<file path="src/hw/shsfs_pkg.sv">
// Package for the system handler state and fault status block
package shsfs_pkg;

  localparam logic [31:0] SHSFS_ADDR_HCS = 32'hE000ED24;
  localparam logic [31:0] SHSFS_ADDR_CFS = 32'hE000ED28;
  localparam logic [31:0] SHSFS_ADDR_BFS = 32'hE000ED29;
  localparam logic [31:0] SHSFS_ADDR_UFS = 32'hE000ED2A;
  localparam logic [31:0] SHSFS_ADDR_IRQ_STATUS = 32'hE000EF00;
  localparam logic [31:0] SHSFS_ADDR_IRQ_MASK = 32'hE000EF04;

  localparam logic [1:0] SHSFS_SIZE_BYTE = 2'h0;
  localparam logic [1:0] SHSFS_SIZE_HALF = 2'h1;
  localparam logic [1:0] SHSFS_SIZE_WORD = 2'h2;

  localparam int SHSFS_BIT_USAGE_EN = 18;
  localparam int SHSFS_BIT_BUS_EN = 17;
  localparam int SHSFS_BIT_MEM_EN = 16;
  localparam int SHSFS_BIT_SVC_PEND = 15;
  localparam int SHSFS_BIT_BUS_PEND = 14;
  localparam int SHSFS_BIT_MEM_PEND = 13;
  localparam int SHSFS_BIT_USAGE_PEND = 12;
  localparam int SHSFS_BIT_TICK_ACT = 11;
  localparam int SHSFS_BIT_DEFER_ACT = 10;
  localparam int SHSFS_BIT_MON_ACT = 8;
  localparam int SHSFS_BIT_SVC_ACT = 7;
  localparam int SHSFS_BIT_USAGE_ACT = 3;
  localparam int SHSFS_BIT_BUS_ACT = 1;
  localparam int SHSFS_BIT_MEM_ACT = 0;

  // Implemented bits of the handler control and state word
  localparam logic [31:0] SHSFS_HCS_MASK = 32'h0007FD8B;
  localparam logic [31:0] SHSFS_HCS_RESET = 32'h00000000;
  localparam logic [31:0] SHSFS_CFS_RESET = 32'h00000000;
  localparam logic [3:0] SHSFS_IRQ_RESET = 4'h0;

  // Interrupt event bits
  localparam int SHSFS_EV_MEM = 0;
  localparam int SHSFS_EV_BUS = 1;
  localparam int SHSFS_EV_USAGE = 2;
  localparam int SHSFS_EV_ESCALATE = 3;
  localparam int SHSFS_NUM_EV = 4;

  typedef struct packed {
    logic [31:0] addr;
    logic [31:0] wdata;
    logic [1:0] size;
    logic wr;
    logic rd;
  } shsfs_bus_req_t;

  // Fault report from the core: which class faulted and its status flags
  typedef struct packed {
    logic mem;
    logic bus;
    logic usage;
    logic [7:0] mem_flags;
    logic [7:0] bus_flags;
    logic [15:0] usage_flags;
  } shsfs_fault_t;

  // Exception entry/exit events (one-cycle pulses) from the core
  typedef struct packed {
    logic [31:0] set_pend;
    logic [31:0] clr_pend;
    logic [31:0] set_act;
    logic [31:0] clr_act;
  } shsfs_exc_ev_t;

endpackage : shsfs_pkg

</file>
<file path="src/hw/shsfs_top.sv">
// System handler control/state and combined fault status registers
`timescale 1ns/1ps
// What this block does
// - Bits 18..16 enable usage, bus, memory handlers.
// - Disabled handler's fault escalates to hard fault.
// - Pending bits 15..12 show pending state.
// - Writes to pending bits set pending state.
// - Active bits 11,10,8,7,3,1,0 show active state.
// - Writes to active bits set active state.
// - Active change may fault on inconsistent stack.
// - Fault word: usage 31..16, bus 15..8, memory 7..0.
// - Byte, halfword and word accesses reach sub-fields.
// - Word access at ED28 reaches whole word.
// - Byte access at ED28 reaches memory byte.
// - Halfword at ED28 reaches memory and bus.
// - Byte access at ED29 reaches bus byte.
// - Halfword at ED2A reaches usage field.
// - Memory fault flags sticky, cleared by one.
module shsfs_top
  import shsfs_pkg::*;
(
  input wire logic i_mclk, // Processor clock
  input wire logic i_reset, // Synchronous reset, active high
  input wire logic [31:0] i_addr, // Register byte address
  input wire logic [31:0] i_wdata, // Write data, low bits aligned
  input wire logic [1:0] i_size, // Access size: byte, half, word
  input wire logic i_wr, // Write strobe
  input wire logic i_rd, // Read strobe
  output logic [31:0] o_rdata, // Read data, cycle after the strobe
  input wire logic i_fault_mem, // Memory protection fault pulse
  input wire logic i_fault_bus, // Bus access fault pulse
  input wire logic i_fault_usage, // Usage fault pulse
  input wire logic [7:0] i_mem_flags, // Memory fault cause flags
  input wire logic [7:0] i_bus_flags, // Bus fault cause flags
  input wire logic [15:0] i_usage_flags, // Usage fault cause flags
  input wire logic [31:0] i_set_pend, // Core sets pending bits
  input wire logic [31:0] i_clr_pend, // Core clears pending bits
  input wire logic [31:0] i_set_act, // Core sets active bits
  input wire logic [31:0] i_clr_act, // Core clears active bits
  input wire logic i_stack_mismatch, // Core sees active state off stack
  output logic o_hard_fault, // Escalated hard fault pulse
  output logic o_mem_take, // Memory fault to own handler pulse
  output logic o_bus_take, // Bus fault to own handler pulse
  output logic o_usage_take, // Usage fault to own handler pulse
  output logic o_consistency_fault, // Fault on inconsistent active state
  output logic [31:0] o_handler_state, // Current control/state word
  output logic o_irq // Level interrupt
);

  typedef struct packed {
    logic [31:0] hcs;
    logic [31:0] cfs;
    logic [SHSFS_NUM_EV-1:0] irq_status;
    logic [SHSFS_NUM_EV-1:0] irq_mask;
    logic [31:0] rdata;
    logic hard_fault;
    logic mem_take;
    logic bus_take;
    logic usage_take;
    logic consistency_fault;
    logic act_touched;
  } shsfs_state_t;

  shsfs_state_t state;
  shsfs_state_t next_state;
  shsfs_bus_req_t req;
  shsfs_fault_t flt;
  shsfs_exc_ev_t exc;

  logic lane_hit;
  logic [3:0] lanes;
  logic [1:0] lane_shift;
  logic [31:0] lane_wdata;
  logic [31:0] lane_bmask;
  logic [31:0] fault_set;
  logic hcs_hit;
  logic [31:0] act_bits;

  assign req = '{addr: i_addr, wdata: i_wdata, size: i_size, wr: i_wr, rd: i_rd};
  assign flt = '{mem: i_fault_mem, bus: i_fault_bus, usage: i_fault_usage,
                 mem_flags: i_mem_flags, bus_flags: i_bus_flags, usage_flags: i_usage_flags};
  assign exc = '{set_pend: i_set_pend, clr_pend: i_clr_pend, set_act: i_set_act, clr_act: i_clr_act};

  shsfs_byte_lanes u_lanes (
    .i_addr(req.addr),
    .i_size(req.size),
    .o_hit(lane_hit),
    .o_lanes(lanes),
    .o_shift(lane_shift)
  );

  // Expand lane enables to a bit mask
  genvar g;
  generate
    for (g = 0; g < 4; g++) begin : g_lane
      assign lane_bmask[g*8 +: 8] = {8{lanes[g]}};
    end
  endgenerate

  // Move low-aligned write data onto its byte lanes
  assign lane_wdata = req.wdata << {lane_shift, 3'h0};
  assign hcs_hit = (req.addr == SHSFS_ADDR_HCS) && (req.size == SHSFS_SIZE_WORD);
  assign act_bits = (32'h1 << SHSFS_BIT_TICK_ACT) | (32'h1 << SHSFS_BIT_DEFER_ACT)
                  | (32'h1 << SHSFS_BIT_MON_ACT) | (32'h1 << SHSFS_BIT_SVC_ACT)
                  | (32'h1 << SHSFS_BIT_USAGE_ACT) | (32'h1 << SHSFS_BIT_BUS_ACT)
                  | (32'h1 << SHSFS_BIT_MEM_ACT);

  always_comb begin
    logic [31:0] hcs_w;
    logic [31:0] wclr;
    logic [SHSFS_NUM_EV-1:0] ev;
    logic [SHSFS_NUM_EV-1:0] irq_clr;
    logic esc;
    logic act_wr;
    hcs_w = 32'h0;
    wclr = 32'h0;
    ev = '0;
    irq_clr = '0;
    esc = 1'b0;
    act_wr = 1'b0;
    next_state = state;
    next_state.hard_fault = 1'b0;
    next_state.mem_take = 1'b0;
    next_state.bus_take = 1'b0;
    next_state.usage_take = 1'b0;
    next_state.consistency_fault = 1'b0;
    next_state.rdata = 32'h0;

    // Core-driven pending/active changes; software write below may override
    hcs_w = (state.hcs | exc.set_pend | exc.set_act) & ~exc.clr_pend & ~exc.clr_act;

    // Fault routing: own handler when enabled, hard fault otherwise
    if (flt.mem) begin
      if (state.hcs[SHSFS_BIT_MEM_EN]) begin
        next_state.mem_take = 1'b1;
        hcs_w[SHSFS_BIT_MEM_PEND] = 1'b1;
      end else begin
        esc = 1'b1;
      end
    end
    if (flt.bus) begin
      if (state.hcs[SHSFS_BIT_BUS_EN]) begin
        next_state.bus_take = 1'b1;
        hcs_w[SHSFS_BIT_BUS_PEND] = 1'b1;
      end else begin
        esc = 1'b1;
      end
    end
    if (flt.usage) begin
      if (state.hcs[SHSFS_BIT_USAGE_EN]) begin
        next_state.usage_take = 1'b1;
        hcs_w[SHSFS_BIT_USAGE_PEND] = 1'b1;
      end else begin
        esc = 1'b1;
      end
    end
    next_state.hard_fault = esc;

    // Software write to control/state replaces enable, pending and active bits
    if (req.wr && hcs_hit) begin
      hcs_w = req.wdata;
      if (((req.wdata ^ state.hcs) & act_bits) != 32'h0) begin
        act_wr = 1'b1;
      end
    end
    next_state.hcs = hcs_w & SHSFS_HCS_MASK;

    // Active edit not backed by the stack: raise once when core reports it
    if (state.act_touched && i_stack_mismatch) begin
      next_state.consistency_fault = 1'b1;
      next_state.act_touched = 1'b0;
    end else if (state.act_touched && (exc.set_act != 32'h0 || exc.clr_act != 32'h0)) begin
      next_state.act_touched = 1'b0;
    end
    // A fresh active edit beats a same-cycle clear, so it is never lost
    if (act_wr) begin
      next_state.act_touched = 1'b1;
    end

    // Fault status: write-one-to-clear on reached lanes, new flags win
    if (req.wr && lane_hit) begin
      wclr = lane_wdata & lane_bmask;
    end
    fault_set = 32'h0;
    if (flt.mem) begin
      fault_set[7:0] = flt.mem_flags;
    end
    if (flt.bus) begin
      fault_set[15:8] = flt.bus_flags;
    end
    if (flt.usage) begin
      fault_set[31:16] = flt.usage_flags;
    end
    next_state.cfs = (state.cfs & ~wclr) | fault_set;

    // Interrupt bookkeeping
    ev[SHSFS_EV_MEM] = flt.mem;
    ev[SHSFS_EV_BUS] = flt.bus;
    ev[SHSFS_EV_USAGE] = flt.usage;
    ev[SHSFS_EV_ESCALATE] = esc;
    if (req.wr && req.addr == SHSFS_ADDR_IRQ_STATUS) begin
      irq_clr = req.wdata[SHSFS_NUM_EV-1:0];
    end
    if (req.wr && req.addr == SHSFS_ADDR_IRQ_MASK) begin
      next_state.irq_mask = req.wdata[SHSFS_NUM_EV-1:0];
    end
    // Set beats clear so a same-cycle event is kept
    next_state.irq_status = (state.irq_status & ~irq_clr) | ev;

    // Read data, shown the cycle after the strobe
    if (req.rd) begin
      if (hcs_hit) begin
        next_state.rdata = state.hcs & SHSFS_HCS_MASK;
      end else if (lane_hit) begin
        next_state.rdata = (state.cfs & lane_bmask) >> {lane_shift, 3'h0};
      end else if (req.addr == SHSFS_ADDR_IRQ_STATUS) begin
        next_state.rdata = {28'h0, state.irq_status};
      end else if (req.addr == SHSFS_ADDR_IRQ_MASK) begin
        next_state.rdata = {28'h0, state.irq_mask};
      end else begin
        next_state.rdata = 32'h0;
      end
    end
  end

  always_ff @(posedge i_mclk) begin
    if (i_reset) begin
      state <= '{hcs: SHSFS_HCS_RESET, cfs: SHSFS_CFS_RESET, irq_status: SHSFS_IRQ_RESET,
                 irq_mask: SHSFS_IRQ_RESET, rdata: 32'h0, hard_fault: 1'b0, mem_take: 1'b0,
                 bus_take: 1'b0, usage_take: 1'b0, consistency_fault: 1'b0, act_touched: 1'b0};
    end else begin
      state <= next_state;
    end
  end

  assign o_rdata = state.rdata;
  assign o_hard_fault = state.hard_fault;
  assign o_mem_take = state.mem_take;
  assign o_bus_take = state.bus_take;
  assign o_usage_take = state.usage_take;
  assign o_consistency_fault = state.consistency_fault;
  assign o_handler_state = state.hcs;
  assign o_irq = |(state.irq_status & state.irq_mask);

endmodule : shsfs_top

</file>
<file path="src/hw/shsfs_byte_lanes.sv">
// Byte lane decoder for sized accesses to the combined fault status word
`timescale 1ns/1ps
module shsfs_byte_lanes
  import shsfs_pkg::*;
(
  input wire logic [31:0] i_addr, // Byte address
  input wire logic [1:0] i_size, // Access size
  output logic o_hit, // Address and size match a legal view
  output logic [3:0] o_lanes, // Byte lanes reached
  output logic [1:0] o_shift // Byte lane of the low data byte
);

  always_comb begin
    o_hit = 1'b0;
    o_lanes = 4'h0;
    o_shift = 2'h0;
    unique case (i_size)
      SHSFS_SIZE_WORD: begin
        if (i_addr == SHSFS_ADDR_CFS) begin
          o_hit = 1'b1;
          o_lanes = 4'hF;
        end
      end
      SHSFS_SIZE_HALF: begin
        if (i_addr == SHSFS_ADDR_CFS) begin
          o_hit = 1'b1;
          o_lanes = 4'h3;
        end else if (i_addr == SHSFS_ADDR_UFS) begin
          o_hit = 1'b1;
          o_lanes = 4'hC;
          o_shift = 2'h2;
        end
      end
      SHSFS_SIZE_BYTE: begin
        if (i_addr == SHSFS_ADDR_CFS) begin
          o_hit = 1'b1;
          o_lanes = 4'h1;
        end else if (i_addr == SHSFS_ADDR_BFS) begin
          o_hit = 1'b1;
          o_lanes = 4'h2;
          o_shift = 2'h1;
        end
      end
      default: begin
        o_hit = 1'b0;
      end
    endcase
  end

endmodule : shsfs_byte_lanes

</file>
<file path="config.mk">
export PLATFORM = sky130hd
export DESIGN_NAME = shsfs_top
export DESIGN_NICKNAME = d
export VERILOG_FILES = /design/src/hw/shsfs_pkg.sv /design/src/hw/shsfs_top.sv /design/src/hw/shsfs_byte_lanes.sv
export SDC_FILE = /design/constraint.sdc
export NUM_CORES = 1
export LEC_CHECK = 0
export ABC_AREA = 0
export BUFFER_PORTS_ARGS = -buffer_cell sky130_fd_sc_hd__buf_4
export CORE_AREA = 3 3 117 119
export CTS_CLUSTER_SIZE = 8
export DETAILED_ROUTE_END_ITERATION = 10
export DIE_AREA = 0 0 120 122
export MAX_ROUTING_LAYER = met4
export PLACE_DENSITY_LB_ADDON = 0.12
export REMOVE_ABC_BUFFERS = 1
export SYNTH_ARGS = -nofsm -noshare
export SYNTH_HDL_FRONTEND = slang
export SYNTH_SLANG_ARGS = --single-unit
</file>
<file path="constraint.sdc">
create_clock -name i_mclk -period 2.42 [get_ports i_mclk]
set_input_delay 0.121 -clock i_mclk [delete_from_list [all_inputs] [get_ports i_mclk]]
set_output_delay 0.121 -clock i_mclk [all_outputs]
set_load 0.005 [all_outputs]
</file>
Yosys cells after proc, flatten, opt, wreduce, memory -nomap -nowiden
Cells that the tools add are included.
Storage, ports and cells
  memory bits (writable): 0
  bits in latches: 0
  bits in registers: 92
  memories kept: 0
  input bits: 234
  output and inout bits: 70
  ROM bits: 0
  logic and storage cells: 109
Cells by class
  magnitude comparators: 0
  bitwise logic cells: 20
  reductions and logical operators: 19
  eq/ne operators: 8
  div/mod/pow operators: 0
  multiplexer cells: 48
  shifts and indexed selects: 2
  add/subtract/negate cells: 0
  $mul: 0
Operators with widths (number)
  $eq 32x32->1 const B: 6
  $and 32x32->32: 3
  $reduce_bool 32->1: 3
  $mux 32: 2
  $and 19x19->19: 2
  $mux 19: 2
  $not 19->19: 2
  $or 19x19->19: 2
  $not 32->32: 1
  $or 32x32->32: 1
  $shl 32x5->32: 1
  $shr 32x5->32: 1
  $mux 4: 7
  $mux 1: 27
  $mux 16: 1
  $mux 8: 2
  $pmux 4 s3: 1
  $xor 12x12->12: 1
  $and 4x4->4: 2
  $mux 2: 4
  $reduce_or 2->1: 4
  $logic_and 1x1->1: 7
  $not 1->1: 4
  $not 4->4: 1
  other kinds (10): 10

Logic depth before layout (Yosys ltp)
  depth after elaboration: 10
  gate-level depth with buffers: 9
  mapped depth without buffers: 5

By module
Synthesis repeated with hierarchy kept, for this count alone.
Unflattened totals
  cell total of the unflattened synthesis: 675
  area, all modules: 5641.7 um^2
Modules (own cells, without submodules)
  shsfs_top: seq. area each 1841.8 um^2, cells an instance 646, times used 1, area each 5398.9 um^2
  shsfs_byte_lanes: seq. area each 0.0 um^2, cells an instance 29, times used 1, area each 242.7 um^2

Worst setup path after synthesis
No wires, ideal clock.
  path type: input port to flip-flop
  start point: in i_addr[0]
  end point: reg state (netlist bit o_handler_state[1])
  arrival: 2.008 ns
  cell stages on the path: 8
  library setup time: 0.070 ns
  required time: 2.350 ns
  buffers on the path: 3
  slack: 0.342 ns
  path through: or4b_4 -> or4_1 -> buf_2 -> nor4_4 -> buf_6 -> buf_6 -> nand2_1 -> a21oi_1
On the way
  word-level cells in the longest chain between the ends: 4
RTL lines
  from (decl): RTL line shsfs_top.sv:24  | input wire logic [31:0] i_addr,
  $eq 32x32->1: RTL line shsfs_top.sv:102  | assign hcs_hit = (req.addr == SHSFS_ADDR_HCS) && (req.size == SHSFS_SIZE_WORD);
  $logic_and 1x1->1: RTL line shsfs_top.sv:102
  $logic_and 1x1->1: RTL line shsfs_top.sv:160  | if (req.wr && hcs_hit) begin
  $mux 19: RTL line shsfs_top.sv:160
  to (signal assigned): RTL line shsfs_top.sv:228  | state <= '{hcs: SHSFS_HCS_RESET, cfs: SHSFS_CFS_RESET, irq_status: SHSFS_IRQ_RESET,
  to (signal assigned): RTL line shsfs_top.sv:232  | state <= next_state;
  to (decl): RTL line shsfs_top.sv:64  | shsfs_state_t state;
No other way between the ends.
A chain may end at the register's enable or synchronous reset.

Worst setup path after layout
  start point: in i_addr[0]
  end point: reg state (netlist bit o_handler_state[14])
The elaborated chain is that of the path after synthesis.

==> flow_summary.json <==
{
  "power_uw": 3680,
  "power_per_cell_area_nw_per_um2": 529,
  "worst-setup-path-type": "primary input to register",
  "ctsHtreeMaxLevel": 3,
  "synth.top_cell.area_share": 0.374,
  "seqPwrFrac": 0.440,
  "routed_wl_mm": 19.7,
  "drc": 0,
  "clock_sinks": 92,
  "ys.flop_type": "dfxtp_1",
  "final-setup-viol-count": 0,
  "hold_viol_final": 0,
  "cts_buffer_depth": 2,
  "multiInputGateArea_sq_um": 2450,
  "required_ns": 2.63,
  "endpoint_kind": "register",
  "avgSynthCellArea_sq_um": 8.30,
  "yosys.area.top_type": "dfxtp_1",
  "gp_congestion": 0.941,
  "cts_hold_buf": 0,
  "status": "complete, no violations",
  "cp.arrival_ns": 2.18,
  "final_max_slew_viol_count": 0,
  "cts_resized": 0,
  "rows": 41,
  "min_from": "i_stack_mismatch",
  "cp_max_fo": 25,
  "synth_seq_cells": 92,
  "n_fill_cell": 1213,
  "synth.yosys.warnings": 0,
  "cts_tree": "done",
  "fp.dieH_um": 122,
  "grt_first_pass_wirelength_mm": 28.8,
  "via_count": 5316,
  "maxCapViolCount": 0,
  "leakage_uw": 0.00310,
  "final.setup.tns_ns": 0,
  "reg2reg_from": "o_handler_state[1]",
  "die-area_sq_um": 14600,
  "regArea_sq_um": 1840,
  "drive_gt1_frac": 0.377,
  "netlist_area_sq_um": 4920,
  "synth_cell_types": 57,
  "worstMarginPinSlew_ns": 0.690,
  "cts_made_buffers": 9,
  "clockPowerShare": 0.405,
  "antenna_found_initial": 1,
  "wl_per_cell_um": 20.2,
  "cp-startpoint": "i_addr[0]",
  "clockRootBuffer": "clkbuf_16",
  "initial_core_util": 0.388,
  "yosysSeqAreaShare": 0.374,
  "power_frac_comb": 0.155,
  "ys_top_cells_by_area": "dfxtp_1 (37%), buf_4 (9.8%), a21oi_1 (5.0%)",
  "internal_power_uw": 2720,
  "period_needed_ns": 1.97,
  "drt_pass1_iterations": 5,
  "clk_pin_slew_ns": 0.07,
  "ir_drop_v": 0.000339,
  "grt-ovfl-total": 0,
  "fin_skew_ns": 0.00819,
  "grt_max_degree": 61,
  "core_area_sq_um": 12700,
  "die_w_um": 120,
  "dpl.hpwl_mm": 15.3,
  "nets": 1030,
  "max_freq_mhz": 506,
  "area_delta_synth_final_pct": 41.5,
  "synthArstFlopShare": 0,
  "switching_power_uw": 965,
  "io_pins": 304,
  "grt.total_usage": 0.266,
  "crit_path_start_kind": "primary input",
  "relSlewSlack": 0.540,
  "final_cell_mix": "buf_4 (273), dfxtp_1 (92), nand2_1 (53)",
  "first_global_vias": 5318,
  "antenna_left": 0,
  "rsz0062_at_grt": "false",
  "final_common_cell": "buf_4",
  "io_buffer_count": 249,
  "drt-initial-drc-count": 438,
  "synth_cells": 593,
  "vias_per_cell": 5.46,
  "post_cts_buffers": 0,
  "clock_latency_ns": 0.35,
  "swShare": 0.262,
  "synth_edf_count": 0,
  "min_path_type": "primary input to register",
  "fin_crit_sh": 0.816
}
==> synthesized netlist by cell type (all sizes together), types with 3 or more instances <==
cell / n
xor2: 3
or4: 14
a21oi: 49
xnor2: 5
and3: 7
nor3: 25
mux2i: 19
a221o: 7
buf: 69
a311oi: 4
o221a: 3
dfxtp: 92
inv: 17
a22oi: 19
a22o: 3
o22ai: 15
nor4b: 3
clkbuf: 30
nand2: 53
nor2: 34
o221ai: 8
o31ai: 3
o21ai: 25
nor2b: 3
o21a: 4
nor4: 22
and2: 16
nand4: 8
nand2b: 3
a211oi: 3
==> per-layer routing <==
layer | global-route usage | wire [um] | vias up | share of wire
met2 | 0.456 | 9940 | 280 | 0.51
met3 | 0.0497 | 1580 | 26 | 0.080
met4 | 0.0823 | 325 | 0 | 0.017
met5 | - | 0 | - | 0
met1 | 0.319 | 7820 | 2511 | 0.40
li1 | - | - | 2499 | -
==> logic make-up (layout without fill, tap and decap cells) <==
logic type                count (synthesis)  after routing  share of synthesized area
buffers and inverters                   116            307                      0.141
other                                     1             19                   0.000762
DFF                                      92             92                      0.374
AOI/OAI and AO/OA                       149            149                      0.198
muxes                                    20             20                     0.0409
xor gates and xnor gates                  8              8                     0.0142
and+or+nand+nor                         207            207                      0.231
==> stage by stage <==
stage          cells  area (sq um)   util  hold slack [ns]  setup WS [ns]
3_5_place_dp     957          6650  0.524            0.380          0.100
6_report         974          6960  0.550           0.0222          0.445
2_1_floorplan    511          4360      -            0.190         0.0362
3_3_place_gp     957          6650  0.524            0.376          0.126
5_1_grt          974          6960  0.550           0.0311          0.337
4_1_cts          973          6960  0.549           0.0178          0.468
==> flip-flops by register name (all words and copies together), names as in the netlist <==
signal               cells
o_bus_take               1
o_consistency_fault      1
o_handler_state         14
o_hard_fault             1
o_mem_take               1
o_rdata                 32
o_usage_take             1
state                   41
==> power by group through the flow <==
stage	clock network [uW]	registers (uW)	logic, uW
after floorplan	0	1640	167
after global placement	0	1650	556
after detailed placement	0	1650	564
after CTS	1510	1620	567
after global routing	1570	1630	619
final	1490	1620	569
==> final cells by class <==
type                            count  share of cell area
Clock inverter                      7              0.0131
Antenna cell                        1            0.000359
Multi-Input combinational cell    402               0.352
Tap cell                          172              0.0309
Timing Repair Buffer              274               0.297
Sequential cell                    92               0.264
Clock buffer                        9              0.0323
Inverter                           17             0.00916
==> path summary, 6_finish.rpt <==
check / endpoint / slack, ns / cells after the start
worst max-delay path: o_handler_state[14] / 0.45 / 7
worst min-delay path: o_consistency_fault / 0.02 / 2
worst min register to register: state[53] / 0.48 / 2
worst max register to register: state[0] / 0.93 / 5
==> worst max-delay path: stages <==
cell and delay [ns]:
buf_4 0.11, or4b_4 0.58, or4_1 0.66, nor4_4 0.24, buf_12 0.21, mux2i_1 0.20, nor2_1 0.05
No activity file was read; power rests on OpenSTA's default activity.
